==> config.mk <==
export PLATFORM = sky130hd
export DESIGN_NAME = tidc_top
export DESIGN_NICKNAME = d
export VERILOG_FILES = /design/src/hw/tidc_pkg.sv /design/src/hw/tidc_top.sv
export VERILOG_INCLUDE_DIRS = /design/src /design/src/hw
export SDC_FILE = /design/constraint.sdc
export NUM_CORES = 1
export LEC_CHECK = 0
export ABC_AREA = 1
export BUFFER_PORTS_ARGS = -buffer_cell sky130_fd_sc_hd__clkbuf_2
export CORE_MARGIN = 1.5
export CORE_UTILIZATION = 54
export DETAILED_ROUTE_END_ITERATION = 10
export PLACE_DENSITY = 0.77
export REMOVE_ABC_BUFFERS = 1
export SLEW_MARGIN = 0
export SYNTH_ARGS = -nofsm -noshare
export SYNTH_HDL_FRONTEND = slang
export SYNTH_SLANG_ARGS = --single-unit
==> constraint.sdc <==
create_clock -name clk -period 2.3 [get_ports clk]
set_clock_uncertainty 0.15 [all_clocks]
set_input_delay 0.115 -clock clk [delete_from_list [all_inputs] [get_ports clk]]
set_output_delay 0.115 -clock clk [all_outputs]
set_load 0.02 [all_outputs]
==> src/hw/tidc_map.svh <==
// constants of the transceiver id and diagnostics block: timings, bus codes, memory layout
`ifndef TIDC_MAP_SVH
`define TIDC_MAP_SVH
// core clock and time conversion
`define TIDC_CLK_HZ 50000000
`define TIDC_MS_CYC(ms) ((ms) * (`TIDC_CLK_HZ / 1000))
`define TIDC_US_CYC(us) ((us) * (`TIDC_CLK_HZ / 1000000))
// longest times and fastest bus clock, in their own units
`define TIDC_T_OFF_US 10
`define TIDC_T_ON_US 30
`define TIDC_T_INIT_MS 300
`define TIDC_T_LOSS_ON_US 100
`define TIDC_T_LOSS_OFF_US 350
`define TIDC_T_SOFT_MS 100
`define TIDC_T_DATA_MS 1000
`define TIDC_T_SERIAL_MS 300
`define TIDC_T_WRITE_MS 10
`define TIDC_F_SCL_KHZ 400
// derived cycle counts (longest times round down)
`define TIDC_INIT_CYC `TIDC_MS_CYC(`TIDC_T_INIT_MS)
`define TIDC_DATA_CYC `TIDC_MS_CYC(`TIDC_T_DATA_MS)
`define TIDC_SERIAL_CYC `TIDC_MS_CYC(`TIDC_T_SERIAL_MS)
// two-wire device addresses (7 bit)
`define TIDC_ID_DEV 7'h50
`define TIDC_DIAG_DEV 7'h51
// identification memory offsets and values
`define TIDC_A_TYPE 7'h00
`define TIDC_V_TYPE 8'h03
`define TIDC_A_EXT 7'h01
`define TIDC_V_EXT 8'h04
`define TIDC_A_CONN 7'h02
`define TIDC_V_CONN 8'h07
`define TIDC_A_ETH 7'h06
`define TIDC_V_ETH 8'h20
`define TIDC_A_ENC 7'h0B
`define TIDC_V_ENC 8'h02
`define TIDC_A_RATE 7'h0C
`define TIDC_V_RATE 8'h01
`define TIDC_A_LEN_A 7'h10
`define TIDC_A_LEN_B 7'h11
`define TIDC_V_LEN 8'hC8
`define TIDC_A_NAME 7'h14
`define TIDC_A_ORG 7'h25
`define TIDC_A_PN 7'h28
`define TIDC_A_REV 7'h38
`define TIDC_V_SPACE 8'h20
`define TIDC_A_WAVE 7'h3C
`define TIDC_V_WAVE 16'h051E
`define TIDC_A_BSUM 7'h3F
`define TIDC_A_OPT 7'h41
`define TIDC_V_OPT 8'h12
`define TIDC_A_SN 7'h44
`define TIDC_A_DATE 7'h54
`define TIDC_A_DMT 7'h5C
`define TIDC_V_DMT 8'h68
`define TIDC_A_ENH 7'h5D
`define TIDC_V_ENH 8'hD0
`define TIDC_A_DCL 7'h5E
`define TIDC_V_DCL 8'h06
`define TIDC_A_XSUM 7'h5F
// diagnostics page offsets and status bits
`define TIDC_D_TEMP 8'h60
`define TIDC_D_VCC 8'h62
`define TIDC_D_BIAS 8'h64
`define TIDC_D_TXP 8'h66
`define TIDC_D_RXP 8'h68
`define TIDC_D_STAT 8'h6E
`define TIDC_B_TXST 7
`define TIDC_B_SOFT 6
`define TIDC_B_LOS 1
`define TIDC_B_RDY 0
`endif

==> src/hw/tidc_pkg.sv <==
// types of the transceiver id and diagnostics block
package tidc_pkg;
  typedef logic [7:0] tidc_byte_t;
  typedef enum logic [3:0] {
    TIDC_IDLE, TIDC_DEV, TIDC_DEV_ACK, TIDC_WORD, TIDC_WORD_ACK,
    TIDC_WR, TIDC_WR_ACK, TIDC_RD, TIDC_RD_ACK
  } tidc_bus_st_t;
endpackage

==> src/hw/tidc_top.sv <==
// transceiver management: two-wire id/diag slave, transmit-off and signal-lost control
// Operation
// - hardware off pin kills emitter within 10 us
// - off pin release restores emitter within 30 us
// - emitter on within 300 ms after power
// - signal lost output asserts within 100 us
// - signal lost output clears within 350 us
// - soft off bit kills emitter quickly
// - clearing soft off restores emitter quickly
// - soft lost bit follows signal both ways
// - data ready bit set within 1000 ms
// - serial access answered after 300 ms
// - writes complete within 10 ms of stop
// - checksum bytes 63 and 95 fixed
// - bytes 68-83 hold unique serial number
// - bytes 84-91 hold date code
// - wavelength 0x051E at bytes 60-61
// - options byte 65 reads 0x12
// - bytes 92, 93 read 0x68, 0xD0
// - transmit power derived from bias current
// - temperature reported as case temperature
// - status lost bit mirrors output pin
// - soft off bit readable and writable
`timescale 1ns/10ps
`include "tidc_map.svh"
module tidc_top #(
  parameter int unsigned INIT_CYC   = `TIDC_INIT_CYC,   // power-up to emitter on
  parameter int unsigned SERIAL_CYC = `TIDC_SERIAL_CYC, // power-up to bus answer
  parameter int unsigned DATA_CYC   = `TIDC_DATA_CYC,   // power-up to forced ready
  parameter logic [127:0] VENDOR_NAME = {16{8'h20}},   // arbitrary neutral text
  parameter logic [23:0]  VENDOR_ORG  = 24'h000000,    // arbitrary value
  parameter logic [127:0] PART_NUMBER = {16{8'h20}},   // arbitrary neutral text
  parameter logic [127:0] SERIAL_NUM  = {16{8'h30}},   // set per module
  parameter logic [63:0]  DATE_CODE   = {8{8'h30}},    // set per lot
  parameter logic [7:0]   TXP_GAIN    = 8'h10,         // power per bias, /256
  parameter logic [15:0]  TEMP_OFS    = 16'h0000       // case minus internal
) (
  // clock and power-on reset
  input  wire logic                clk,
  input  wire logic                arst_n,
  // two-wire management bus, open drain data
  input  wire logic                scl_in,
  input  wire logic                sda_in,
  output logic                     sda_out,
  output logic                     sda_oe_n,
  // hardware transmit-off pin and emitter drive
  input  wire logic                hw_transmit_off_input,
  output logic                     tx_emit_en,
  // receiver signal detect and lost pin
  input  wire logic                rx_signal_present,
  output logic                     signal_lost_output,
  // analogue monitor samples, core clock domain
  input  wire logic                mon_valid,
  input  wire logic [15:0]         mon_temp_int,
  input  wire logic [15:0]         mon_vcc,
  input  wire logic [15:0]         mon_bias,
  input  wire logic [15:0]         mon_rx_power,
  // status echo
  output logic                     data_ready
);
  import tidc_pkg::*;
  // raw identification byte, checksums excluded
  function automatic tidc_pkg::tidc_byte_t id_raw(input logic [6:0] a);
    int i;
    i = int'(a);
    if (a == `TIDC_A_TYPE) return `TIDC_V_TYPE;
    if (a == `TIDC_A_EXT) return `TIDC_V_EXT;
    if (a == `TIDC_A_CONN) return `TIDC_V_CONN;
    if (a == `TIDC_A_ETH) return `TIDC_V_ETH;
    if (a == `TIDC_A_ENC) return `TIDC_V_ENC;
    if (a == `TIDC_A_RATE) return `TIDC_V_RATE;
    if (a == `TIDC_A_LEN_A || a == `TIDC_A_LEN_B) return `TIDC_V_LEN;
    // text and code fields, first byte most significant
    if (a >= `TIDC_A_NAME && a < `TIDC_A_NAME + 7'd16)
      return VENDOR_NAME[8*(15-(i-int'(`TIDC_A_NAME))) +: 8];
    if (a >= `TIDC_A_ORG && a < `TIDC_A_ORG + 7'd3)
      return VENDOR_ORG[8*(2-(i-int'(`TIDC_A_ORG))) +: 8];
    if (a >= `TIDC_A_PN && a < `TIDC_A_PN + 7'd16)
      return PART_NUMBER[8*(15-(i-int'(`TIDC_A_PN))) +: 8];
    if (a >= `TIDC_A_REV && a < `TIDC_A_REV + 7'd4) return `TIDC_V_SPACE;
    if (a == `TIDC_A_WAVE) return 8'(`TIDC_V_WAVE >> 8);
    if (a == `TIDC_A_WAVE + 7'd1) return 8'(`TIDC_V_WAVE);
    if (a == `TIDC_A_OPT) return `TIDC_V_OPT;
    if (a >= `TIDC_A_SN && a < `TIDC_A_SN + 7'd16)
      return SERIAL_NUM[8*(15-(i-int'(`TIDC_A_SN))) +: 8];
    if (a >= `TIDC_A_DATE && a < `TIDC_A_DATE + 7'd8)
      return DATE_CODE[8*(7-(i-int'(`TIDC_A_DATE))) +: 8];
    if (a == `TIDC_A_DMT) return `TIDC_V_DMT;
    if (a == `TIDC_A_ENH) return `TIDC_V_ENH;
    if (a == `TIDC_A_DCL) return `TIDC_V_DCL;
    return 8'h00;
  endfunction
  // byte sum over a range of the identification memory
  function automatic tidc_pkg::tidc_byte_t id_sum(input int lo, input int hi);
    tidc_pkg::tidc_byte_t s;
    s = 8'h00;
    for (int k = lo; k <= hi; k++) begin
      s = 8'(s + id_raw(7'(k)));
    end
    return s;
  endfunction
  // checksums fold to constants: nothing can change the image after build
  localparam tidc_byte_t BASE_SUM = id_sum(0, 62);
  localparam tidc_byte_t EXT_SUM  = id_sum(64, 94);
  // synchronisers for pins from outside the clock domain
  logic [1:0] scl_sync_reg;    // serial clock
  logic [1:0] sda_sync_reg;    // serial data
  logic [1:0] off_sync_reg;    // hardware off pin
  logic [1:0] sig_sync_reg;    // signal detect
  logic       scl_d_reg;       // previous synced clock
  logic       sda_d_reg;       // previous synced data
  logic       scl_s;           // synced clock
  logic       sda_s;           // synced data
  logic       hw_off_s;        // synced off pin
  logic       sig_s;           // synced signal detect
  // two flops per pin, second flop is the only reader of the first
  always_ff @(posedge clk or negedge arst_n) begin
    if (!arst_n) begin
      scl_sync_reg <= 2'h3;
      sda_sync_reg <= 2'h3;
      off_sync_reg <= 2'h3;
      sig_sync_reg <= 2'h0;
      scl_d_reg    <= 1'b1;
      sda_d_reg    <= 1'b1;
    end else begin
      scl_sync_reg <= {scl_sync_reg[0], scl_in};
      sda_sync_reg <= {sda_sync_reg[0], sda_in};
      off_sync_reg <= {off_sync_reg[0], hw_transmit_off_input};
      sig_sync_reg <= {sig_sync_reg[0], rx_signal_present};
      scl_d_reg    <= scl_s;
      sda_d_reg    <= sda_s;
    end
  end
  assign scl_s    = scl_sync_reg[1];
  assign sda_s    = sda_sync_reg[1];
  assign hw_off_s = off_sync_reg[1];
  assign sig_s    = sig_sync_reg[1];
  logic scl_rise;  // host sampling edge
  logic scl_fall;  // edge after which data may change
  logic bus_start; // data falls while clock high
  logic bus_stop;  // data rises while clock high

  // both lines pass equal delay, so their order is kept
  assign scl_rise  = scl_s & ~scl_d_reg;
  assign scl_fall  = ~scl_s & scl_d_reg;
  assign bus_start = scl_s & scl_d_reg & sda_d_reg & ~sda_s;
  assign bus_stop  = scl_s & scl_d_reg & ~sda_d_reg & sda_s;
  // power-up timer, saturates at the longest of the power-up times
  logic [25:0] pwr_cnt_reg; // cycles since reset release
  logic        init_done;   // emitter may light
  logic        serial_ok;   // bus transfers answered
  logic        ready_time;  // monitors forced ready
  always_ff @(posedge clk or negedge arst_n) begin
    if (!arst_n) begin
      pwr_cnt_reg <= 26'h0000000;
    end else if (pwr_cnt_reg < 26'(DATA_CYC)) begin
      pwr_cnt_reg <= pwr_cnt_reg + 26'h0000001;
    end
  end
  assign init_done  = pwr_cnt_reg >= 26'(INIT_CYC);
  assign serial_ok  = pwr_cnt_reg >= 26'(SERIAL_CYC);
  assign ready_time = pwr_cnt_reg >= 26'(DATA_CYC);
  // bus engine state
  tidc_bus_st_t st_reg;      // transfer phase
  tidc_byte_t   sh_reg;      // shift register, both directions
  logic [3:0]   bit_cnt_reg; // sampled bits in this byte
  logic         drv_low_reg; // pull data line low
  logic         rd_reg;      // transfer is a read
  logic         page_reg;    // 0 id memory, 1 diagnostics
  tidc_byte_t   ptr_reg;     // byte pointer, auto increments
  logic         wr_en_reg;   // one-cycle write strobe
  tidc_byte_t   wr_adr_reg;  // write strobe address
  tidc_byte_t   wr_dat_reg;  // write strobe data
  logic         dev_hit;     // address byte selects us
  tidc_byte_t   rd_byte;     // byte at the pointer
  assign dev_hit = serial_ok && (sh_reg[7:1] == `TIDC_ID_DEV || sh_reg[7:1] == `TIDC_DIAG_DEV);
  // control and monitor state
  logic         soft_off_reg;  // soft transmit-off bit
  logic         lost_reg;      // signal lost, pin and status
  logic         ready_reg;     // data ready bit
  logic [15:0]  temp_reg;      // case temperature
  logic [15:0]  vcc_reg;       // supply sample
  logic [15:0]  bias_reg;      // bias sample
  logic [15:0]  txp_reg;       // inferred transmit power
  logic [15:0]  rxp_reg;       // receive power sample
  logic [23:0]  txp_prod;      // bias times gain
  // read mux for both pages
  always_comb begin
    rd_byte = 8'h00;
    if (!page_reg) begin
      if (ptr_reg[7]) rd_byte = 8'h00;
      else if (ptr_reg[6:0] == `TIDC_A_BSUM) rd_byte = BASE_SUM;
      else if (ptr_reg[6:0] == `TIDC_A_XSUM) rd_byte = EXT_SUM;
      else rd_byte = id_raw(ptr_reg[6:0]);
    end else begin
      unique case (ptr_reg)
        `TIDC_D_TEMP:         rd_byte = temp_reg[15:8];
        `TIDC_D_TEMP + 8'h01: rd_byte = temp_reg[7:0];
        `TIDC_D_VCC:          rd_byte = vcc_reg[15:8];
        `TIDC_D_VCC + 8'h01:  rd_byte = vcc_reg[7:0];
        `TIDC_D_BIAS:         rd_byte = bias_reg[15:8];
        `TIDC_D_BIAS + 8'h01: rd_byte = bias_reg[7:0];
        `TIDC_D_TXP:          rd_byte = txp_reg[15:8];
        `TIDC_D_TXP + 8'h01:  rd_byte = txp_reg[7:0];
        `TIDC_D_RXP:          rd_byte = rxp_reg[15:8];
        `TIDC_D_RXP + 8'h01:  rd_byte = rxp_reg[7:0];
        `TIDC_D_STAT: begin
          // status byte, reserved bits read zero
          rd_byte[`TIDC_B_TXST] = hw_off_s;
          rd_byte[`TIDC_B_SOFT] = soft_off_reg;
          rd_byte[`TIDC_B_LOS]  = lost_reg;
          rd_byte[`TIDC_B_RDY]  = ready_reg;
        end
        default: rd_byte = 8'h00;
      endcase
    end
  end
  // bus engine: start and stop win over any phase
  always_ff @(posedge clk or negedge arst_n) begin
    if (!arst_n) begin
      st_reg      <= TIDC_IDLE;
      sh_reg      <= 8'h00;
      bit_cnt_reg <= 4'h0;
      drv_low_reg <= 1'b0;
      rd_reg      <= 1'b0;
      page_reg    <= 1'b0;
      ptr_reg     <= 8'h00;
    end else if (bus_start) begin
      st_reg      <= TIDC_DEV;
      bit_cnt_reg <= 4'h0;
      drv_low_reg <= 1'b0;
    end else if (bus_stop) begin
      st_reg      <= TIDC_IDLE;
      drv_low_reg <= 1'b0;
    end else begin
      unique case (st_reg)
        TIDC_IDLE: begin
          drv_low_reg <= 1'b0;
        end
        TIDC_DEV, TIDC_WORD, TIDC_WR: begin
          // sample on rise, answer after the eighth bit
          if (scl_rise) begin
            sh_reg      <= {sh_reg[6:0], sda_s};
            bit_cnt_reg <= bit_cnt_reg + 4'h1;
          end else if (scl_fall && bit_cnt_reg == 4'h8) begin
            drv_low_reg <= 1'b1;
            if (st_reg == TIDC_DEV) begin
              // unknown device or too early: stay off the bus
              drv_low_reg <= dev_hit;
              st_reg      <= dev_hit ? TIDC_DEV_ACK : TIDC_IDLE;
              rd_reg      <= sh_reg[0];
              page_reg    <= sh_reg[1];
            end else if (st_reg == TIDC_WORD) begin
              ptr_reg <= sh_reg;
              st_reg  <= TIDC_WORD_ACK;
            end else begin
              // data byte acked even on the id page
              ptr_reg <= ptr_reg + 8'h01;
              st_reg  <= TIDC_WR_ACK;
            end
          end
        end
        TIDC_DEV_ACK: begin
          if (scl_fall) begin
            bit_cnt_reg <= 4'h0;
            if (rd_reg) begin
              sh_reg      <= rd_byte;
              drv_low_reg <= ~rd_byte[7];
              st_reg      <= TIDC_RD;
            end else begin
              drv_low_reg <= 1'b0;
              st_reg      <= TIDC_WORD;
            end
          end
        end
        TIDC_WORD_ACK, TIDC_WR_ACK: begin
          if (scl_fall) begin
            drv_low_reg <= 1'b0;
            bit_cnt_reg <= 4'h0;
            st_reg      <= TIDC_WR;
          end
        end
        TIDC_RD: begin
          // host samples on rise, next bit goes out on fall
          if (scl_rise) begin
            bit_cnt_reg <= bit_cnt_reg + 4'h1;
          end else if (scl_fall) begin
            if (bit_cnt_reg == 4'h8) begin
              drv_low_reg <= 1'b0;
              ptr_reg     <= ptr_reg + 8'h01;
              st_reg      <= TIDC_RD_ACK;
            end else begin
              sh_reg      <= {sh_reg[6:0], 1'b0};
              drv_low_reg <= ~sh_reg[6];
            end
          end
        end
        TIDC_RD_ACK: begin
          // a not-acknowledge ends the read
          if (scl_rise && sda_s) begin
            st_reg <= TIDC_IDLE;
          end else if (scl_fall) begin
            bit_cnt_reg <= 4'h0;
            sh_reg      <= rd_byte;
            drv_low_reg <= ~rd_byte[7];
            st_reg      <= TIDC_RD;
          end
        end
        default: st_reg <= TIDC_IDLE;
      endcase
    end
  end

  // write strobe, raised once per data byte received for the diagnostics page
  always_ff @(posedge clk or negedge arst_n) begin
    if (!arst_n) begin
      wr_en_reg  <= 1'b0;
      wr_adr_reg <= 8'h00;
      wr_dat_reg <= 8'h00;
    end else begin
      wr_en_reg <= 1'b0;
      if (!bus_start && !bus_stop && st_reg == TIDC_WR && scl_fall && bit_cnt_reg == 4'h8) begin
        wr_en_reg  <= page_reg;
        wr_adr_reg <= ptr_reg;
        wr_dat_reg <= sh_reg;
      end
    end
  end

  // soft off bit; takes effect at the byte ack, long before the stop deadline
  always_ff @(posedge clk or negedge arst_n) begin
    if (!arst_n) begin
      soft_off_reg <= 1'b0;
    end else if (wr_en_reg && wr_adr_reg == `TIDC_D_STAT) begin
      soft_off_reg <= wr_dat_reg[`TIDC_B_SOFT];
    end
  end

  // emitter drive: a few cycles from pin or bit to light off or on
  always_ff @(posedge clk or negedge arst_n) begin
    if (!arst_n) begin
      tx_emit_en <= 1'b0;
    end else begin
      tx_emit_en <= init_done & ~hw_off_s & ~soft_off_reg;
    end
  end

  // signal lost: one flop feeds pin and status bit so they never disagree
  always_ff @(posedge clk or negedge arst_n) begin
    if (!arst_n) begin
      lost_reg <= 1'b1;
    end else begin
      lost_reg <= ~sig_s;
    end
  end

  assign signal_lost_output = lost_reg;
  // data ready once monitors run, or at the latest when time is up
  always_ff @(posedge clk or negedge arst_n) begin
    if (!arst_n) begin
      ready_reg <= 1'b0;
    end else if (mon_valid || ready_time) begin
      ready_reg <= 1'b1;
    end
  end

  assign data_ready = ready_reg;
  // gain product, top bits kept as the power figure
  assign txp_prod = mon_bias * TXP_GAIN;
  // monitor snapshot; values only move while the samples are valid
  always_ff @(posedge clk or negedge arst_n) begin
    if (!arst_n) begin
      temp_reg <= 16'h0000;
      vcc_reg  <= 16'h0000;
      bias_reg <= 16'h0000;
      txp_reg  <= 16'h0000;
      rxp_reg  <= 16'h0000;
    end else if (mon_valid) begin
      temp_reg <= 16'(mon_temp_int + TEMP_OFS);
      vcc_reg  <= mon_vcc;
      bias_reg <= mon_bias;
      txp_reg  <= txp_prod[23:8];
      rxp_reg  <= mon_rx_power;
    end
  end

  // open drain data: output value is always low, enable does the work
  assign sda_out  = 1'b0;
  assign sda_oe_n = ~drv_low_reg;

endmodule

# --- Word level (Yosys, flattened, before mapping) ---
# Index checks and enable logic that the tools add are counted.
word_totals:
  reg_bits: 159
  output_inout_bits: 5
  wordCells: 662
  inputBits: 71
classes:
  mux: 482
  bitwise: 22
  n_eq_ne: 64
  shift: 5
  n_addsub: 13
  reduce_logical: 35
  n_lt_le_gt_ge: 15
ops:
  columns: ["op", "count"]
  rows:
  - ["8-bit 2-to-1 mux", 174]
  - ["128-bit by 12-bit indexed part select with 8-bit output, first input constant", 3]
  - ["1-bit 2-to-1 mux", 280]
  - ["8-bit by 7-bit == test with 1-bit output, second input constant", 12]
  - ["4-bit 2-to-1 mux", 16]
  - ["64-bit by 12-bit indexed part select with 8-bit output, first input constant", 1]
  - ["7-bit == test, second input constant", 7]
  - ["4-bit one-hot mux with 10 select lines", 1]
  - ["4-bit inequality test, second input constant", 9]
  - ["8-bit one-hot mux with 4 select lines", 1]
  - ["7-bit by 6-bit < comparator with 1-bit output, second input constant", 4]
  - ["9-bit AND reduction", 3]
  - ["5-bit by 8-bit subtractor with 9-bit output, first input constant", 3]
  - ["26-bit by 1-bit adder with 26-bit output, second input constant", 1]
  - ["26-bit by 24-bit >= comparator with 1-bit output, second input constant", 1]
  - ["26-bit >= comparator, second input constant", 1]
  - ["26-bit < comparator, second input constant", 1]
  - ["2-bit inequality test, second input constant", 13]
  - ["4-bit one-hot mux with 6 select lines", 1]
  - ["24-bit by 12-bit indexed part select with 8-bit output, first input constant", 1]
  - ["2-bit one-hot mux with 11 select lines", 1]
  - ["7-bit by 6-bit == test with 1-bit output, second input constant", 3]
  - ["7-bit by 6-bit >= comparator with 1-bit output, second input constant", 3]
  - ["2-bit one-hot mux with 10 select lines", 1]
  - ["43 further kinds", 95]

# --- Longest topological paths before layout ---
depth:
  depth_word: 278
  ltp_mapped: 24

# --- Worst setup path before layout ---
# No wires, ideal clock.
synth_path:
  path_kind: "register to register"
  start: "reg ptr_reg[4]"
  end: "reg sh_reg[5]"
  setup_time_ns: 0.077
  t_arrival_ns: 2.009
  stages_incl_launch_ff: 22
  path_buffers: 1
  slack_ns: 0.064
  required_time_ns: 2.073
  path_cell_list: "dfrtp_1 buf_4 inv_2 ha_1 a21boi_0 nand2b_1 nand2_1 nor2_1 nand2_1 nand2_1 nand2_1 nand2_1 nand2_1 nand2_1 nand2_1 nand2_1 nand2_1 nand2_1 nand2_1 nand2_1 nand2_1 a21oi_1"
synth_via:
  elab_chain_cells: 162
  elab_cells_between_ends: 490
  classes_between: "add/sub (10); order compare (12); eq/ne (25); shift (5); mux (430); reduce/logical (8)"
synth_lines:
  columns: ["element", "line", "source"]
  rows:
  - ["start: declaration", "tidc_top.sv:170", "tidc_byte_t ptr_reg;"]
  - ["start signal: assignment", "tidc_top.sv:254", "ptr_reg <= sh_reg;"]
  - ["start signal: assignment", "tidc_top.sv:258", "ptr_reg <= ptr_reg + 8'h01;"]
  - ["start signal: assignment", "tidc_top.sv:290", "ptr_reg <= ptr_reg + 8'h01;"]
  - ["7-bit by 1-bit == test with 1-bit output (no source line)", null, null]
  - ["8-bit 2-to-1 mux", "tidc_top.sv:67", "if (a == `TIDC_A_EXT) return `TIDC_V_EXT;"]
  - ["8-bit 2-to-1 mux", "tidc_top.sv:68", "if (a == `TIDC_A_CONN) return `TIDC_V_CONN;"]
  - ["8-bit 2-to-1 mux", "tidc_top.sv:69", "if (a == `TIDC_A_ETH) return `TIDC_V_ETH;"]
  - ["8-bit 2-to-1 mux (7 in series)", null, null]
  - ["8-bit 2-to-1 mux", "tidc_top.sv:70", "if (a == `TIDC_A_ENC) return `TIDC_V_ENC;"]
  - ["8-bit 2-to-1 mux (8 in series)", null, null]
  - ["8-bit 2-to-1 mux (2 in series)", "tidc_top.sv:71", "if (a == `TIDC_A_RATE) return `TIDC_V_RATE;"]
  - ["[132 not listed]", null, null]
  - ["8-bit 2-to-1 mux", "tidc_top.sv:67", null]
  - ["8-bit 2-to-1 mux", "tidc_top.sv:193", "else if (ptr_reg[6:0] == `TIDC_A_XSUM) rd_byte = EXT_SUM;"]
  - ["8-bit 2-to-1 mux", "tidc_top.sv:192", "else if (ptr_reg[6:0] == `TIDC_A_BSUM) rd_byte = BASE_SUM;"]
  - ["8-bit 2-to-1 mux", "tidc_top.sv:191", "if (ptr_reg[7]) rd_byte = 8'h00;"]
  - ["8-bit 2-to-1 mux (*)", "tidc_top.sv:190", "if (!page_reg) begin"]
  - ["8-bit 2-to-1 mux (on tied branches)", "tidc_top.sv:302, tidc_top.sv:266", null]
  - ["8-bit 2-to-1 mux (on tied branches)", "tidc_top.sv:300, tidc_top.sv:264", null]
  - ["8-bit one-hot mux with 4 select lines (*)", "tidc_top.sv:236", "unique case (st_reg)"]
  - ["end signal: assignment", "tidc_top.sv:243", "sh_reg <= {sh_reg[6:0], sda_s};"]
  - ["end signal: assignment", "tidc_top.sv:293", "sh_reg <= {sh_reg[6:0], 1'b0};"]
  - ["end signal: assignment", "tidc_top.sv:304", "sh_reg <= rd_byte;"]
  - ["end: declaration", "tidc_top.sv:165", "tidc_byte_t sh_reg;"]
# Every way passes the cells marked *; elsewhere a longest branch is shown, timed or not. The select of a mux whose other input is x is not followed.
# A chain may end at the register's enable or synchronous reset.

# --- Worst setup path after layout ---
# Same ends and word-level chain as after synthesis.

==> results_dict.tcl <==
set metrics [dict create \
    antenna_found_initial 0 \
    worstSetupStartpointType "register" \
    clockBufferDepth 2 \
    endpoint_kind "register" \
    cts-root-buf "clkbuf_16" \
    slew_viol_final 0 \
    worstPathArrival_ps 2680 \
    grt_remaining_overflow 0 \
    ff2ff_path_depth 22 \
    status "finished, violations left" \
    num_vias 8188 \
    dieWidth_um 123 \
    tightest_slew_ps 616 \
    postSynthAreaPerCell_um2 7.92 \
    portBuffers 74 \
    clkSinkCount 141 \
    final_cells 1396 \
    hp-class "input pin to register" \
    r2r_start "ptr_reg[4]$_DFFE_PN0P_" \
    hold_path_depth 3 \
    whs_ps 43.5 \
    die-area_um2 15100 \
    final.fill_count 882 \
    cts_tree "built" \
    crit_fanout 6 \
    drc 0 \
    drtAntennaViolNets 0 \
    max_slew_margin_pct 59.0 \
    power_mw 7.01 \
    required_ps 2470 \
    cts_made_buffers 17 \
    synth_top_area_share_pct 42.5 \
    clk_latency_ps 440 \
    diodes 0 \
    rows 43 \
    yosysWarnings 0 \
    grt_usage_pct 33.3 \
    synth-seq-cells 141 \
    synth_ff_type "dfrtp_1" \
    drt_pass1_iterations 9 \
    yosysMostFrequentCell "nand2_1" \
    hold_viol 0 \
    grt_max_degree 61 \
    seq_area_frac_synth_pct 45.6 \
    hpwl_um 14800 \
    r2r_end "sh_reg[5]$_DFFE_PN0P_" \
    crit_slowest_cell "dfrtp_2" \
    path_clk_slew_ps 70 \
    p_leak_nw 5.20 \
    die_height_um 123 \
    grt_pass1_wl_um 38700 \
    power_per_cell_area_nw_per_um2 650 \
    initial_core_util_pct 55.5 \
    viasPerCell 5.87 \
    crit_family "simple AND/OR/NAND/NOR gates" \
    drtIter0Drc 728 \
    synth_largest_area_cell "dfrtp_1" \
    syn_inst 981 \
    core_area_um2 14000 \
    cp.depth 22 \
    yosys-top-cells-area "dfrtp_1, nand2_1, inv_1" \
    layout_setup_ws_ps -210 \
    hp-start "mon_valid" \
    min_to "vcc_reg[12]$_DFFE_PN0P_" \
    wl_um 25900 \
    crit_chain "inv_4 > buf_6 > nor2_4 > nand3_2 > nand2_2 > nand2_4 > nand2_2 > nand2_1 > nand2_1 > nand2_1 > nand2_1 > nand2_1 > nand2_1 > nand2_1 > nand2_1 > nand2_1 > nand2_1 > nand2_1 > nand2_1 > nand2_1 > nand2_1 > a21oi_2" \
    area_growth_pct 38.8 \
    yosysUniqueCellTypes 55 \
    finalNetCount 1292 \
    cpMostUsedCell "nand2_1" \
    period_needed_ps 2510 \
    finalSetupTns_ps -469 \
    drive_above_1_share_pct 28.7 \
    largest_register_ffs 26 \
    reg2reg_setup_slack_ps -210 \
    fin_crit_sh_pct 109 \
    gp_congestion 0.925 \
    wl_per_cell_um 18.5 \
    crit_buf_inv 2 \
    rsz0062_at_grt "true" \
    post-place-ws_ps -118 \
    grt_pass1_vias 8020 \
    syn_area_um2 7770 \
    max-cap-violations 0 \
    violations "setup timing" \
    worstSetupPathType "register to register" \
    fmax_mhz 398 \
    synth-async-reset-ratio_pct 100 \
    cts_max_level 4 \
    ir_worst_vdd_v 0.000702 \
    synth_edf_count 0 \
    dp.cells 1278 \
    final-setup-viol-count 4 \
    max_stage_delay_ps 440 \
    io_pins 76 \
    setup.worst_path.start "ptr_reg[4]$_DFFE_PN0P_" \
    ys_top_cells_by_count "nand2_1, inv_1, dfrtp_1" \
]
cell type report:
cell class | count | area [um^2] | area share [%]
well taps | 180 | 225 | 2.09
clock buffers | 19 | 443 | 4.11
flip-flops and latches | 141 | 3540 | 32.9
repair buffers | 229 | 1760 | 16.3
inverters | 163 | 622 | 5.77
clock inverters | 13 | 131 | 1.22
multi-input cells | 651 | 4050 | 37.6
cells in the final DEF, fill, tap and decap left out, types with 9 or more instances in the layout:
cell type / n
xor2_1: 18
buf_4: 80
o21ai_0: 92
nand3_2: 10
clkbuf_2: 72
inv_1: 143
nand2_2: 19
nor2_2: 17
nand3_1: 37
dlygate4sd3_1: 69
inv_2: 15
o22ai_1: 33
dfrtp_1: 128
a21oi_1: 27
nand2_1: 176
nor2_1: 57
nand4_1: 12
nor3_1: 16
nor2_4: 10
dfstp_2: 9
clkbuf_16: 17
report_power, final:
| group | total (mW) | internal [mW] | switching [mW] |
|---|---|---|---|
| Clock | 2.71 | 1.54 | 1.17 |
| Combinational | 1.42 | 0.550 | 0.873 |
| Sequential | 2.88 | 2.70 | 0.175 |
| Total | 7.01 | 4.79 | 2.22 |
worst register-to-register path, stage by stage (launching register included):
cell and delay [ps]:
dfrtp_2 440, inv_4 80, buf_6 140, nor2_4 200, nand3_2 110, nand2_2 150
nand2_4 90, nand2_2 80, nand2_1 60, nand2_1 50, nand2_1 60, nand2_1 80
nand2_1 80, nand2_1 90, nand2_1 80, nand2_1 70, nand2_1 60, nand2_1 60
nand2_1 50, nand2_1 60, nand2_1 50, nand2_1 80, a21oi_2 50
per-layer routing:
metal,up-vias,share of wire (%),track usage [%]
li1,3676,-,-
met1,3863,38,41.3
met2,521,49,54.8
met3,128,8.4,8.07
met4,0,4.6,16.3
met5,-,0,0
cell families after synthesis:
logic type / after synthesis / synth area share [%]
xor gates and xnor gates: 24 / 2.71
adders and majority gates: 18 / 2.90
muxes: 7 / 1.01
buffers and inverters: 189 / 9.44
and+or+nand+nor: 391 / 22.6
other: 1 / 0.0483
AOI/OAI and AO/OA: 210 / 15.7
DFF: 141 / 45.6
stage by stage:
stage	util [%]	area (um^2)
CTS	72.3	10100
floorplan	-	7650
detailed placement	62.9	8790
global route	77.1	10800
global placement	62.9	8790
finish	77.1	10800
worst max-delay path by stage:
stage | endpoint | slack, ps
floorplan | ptr_reg[7]$_DFFE_PN0P_ | -140
global placement | drv_low_reg$_DFFE_PN0P_ | -70
detailed placement | sh_reg[0]$_DFFE_PN0P_ | -120
CTS | sh_reg[1]$_DFFE_PN0P_ | 5
global route | sh_reg[5]$_DFFE_PN0P_ | -330
finish | sh_reg[5]$_DFFE_PN0P_ | -210
timing repair:
action,CTS,global route
hold buffers,69,0
gates resized for setup,14,140
endpoints found under the setup margin,9,31
pin swaps,0,35
setup buffers,2,15
hold endpoints to repair,175,0
Power figures use the tool's default switching activity.
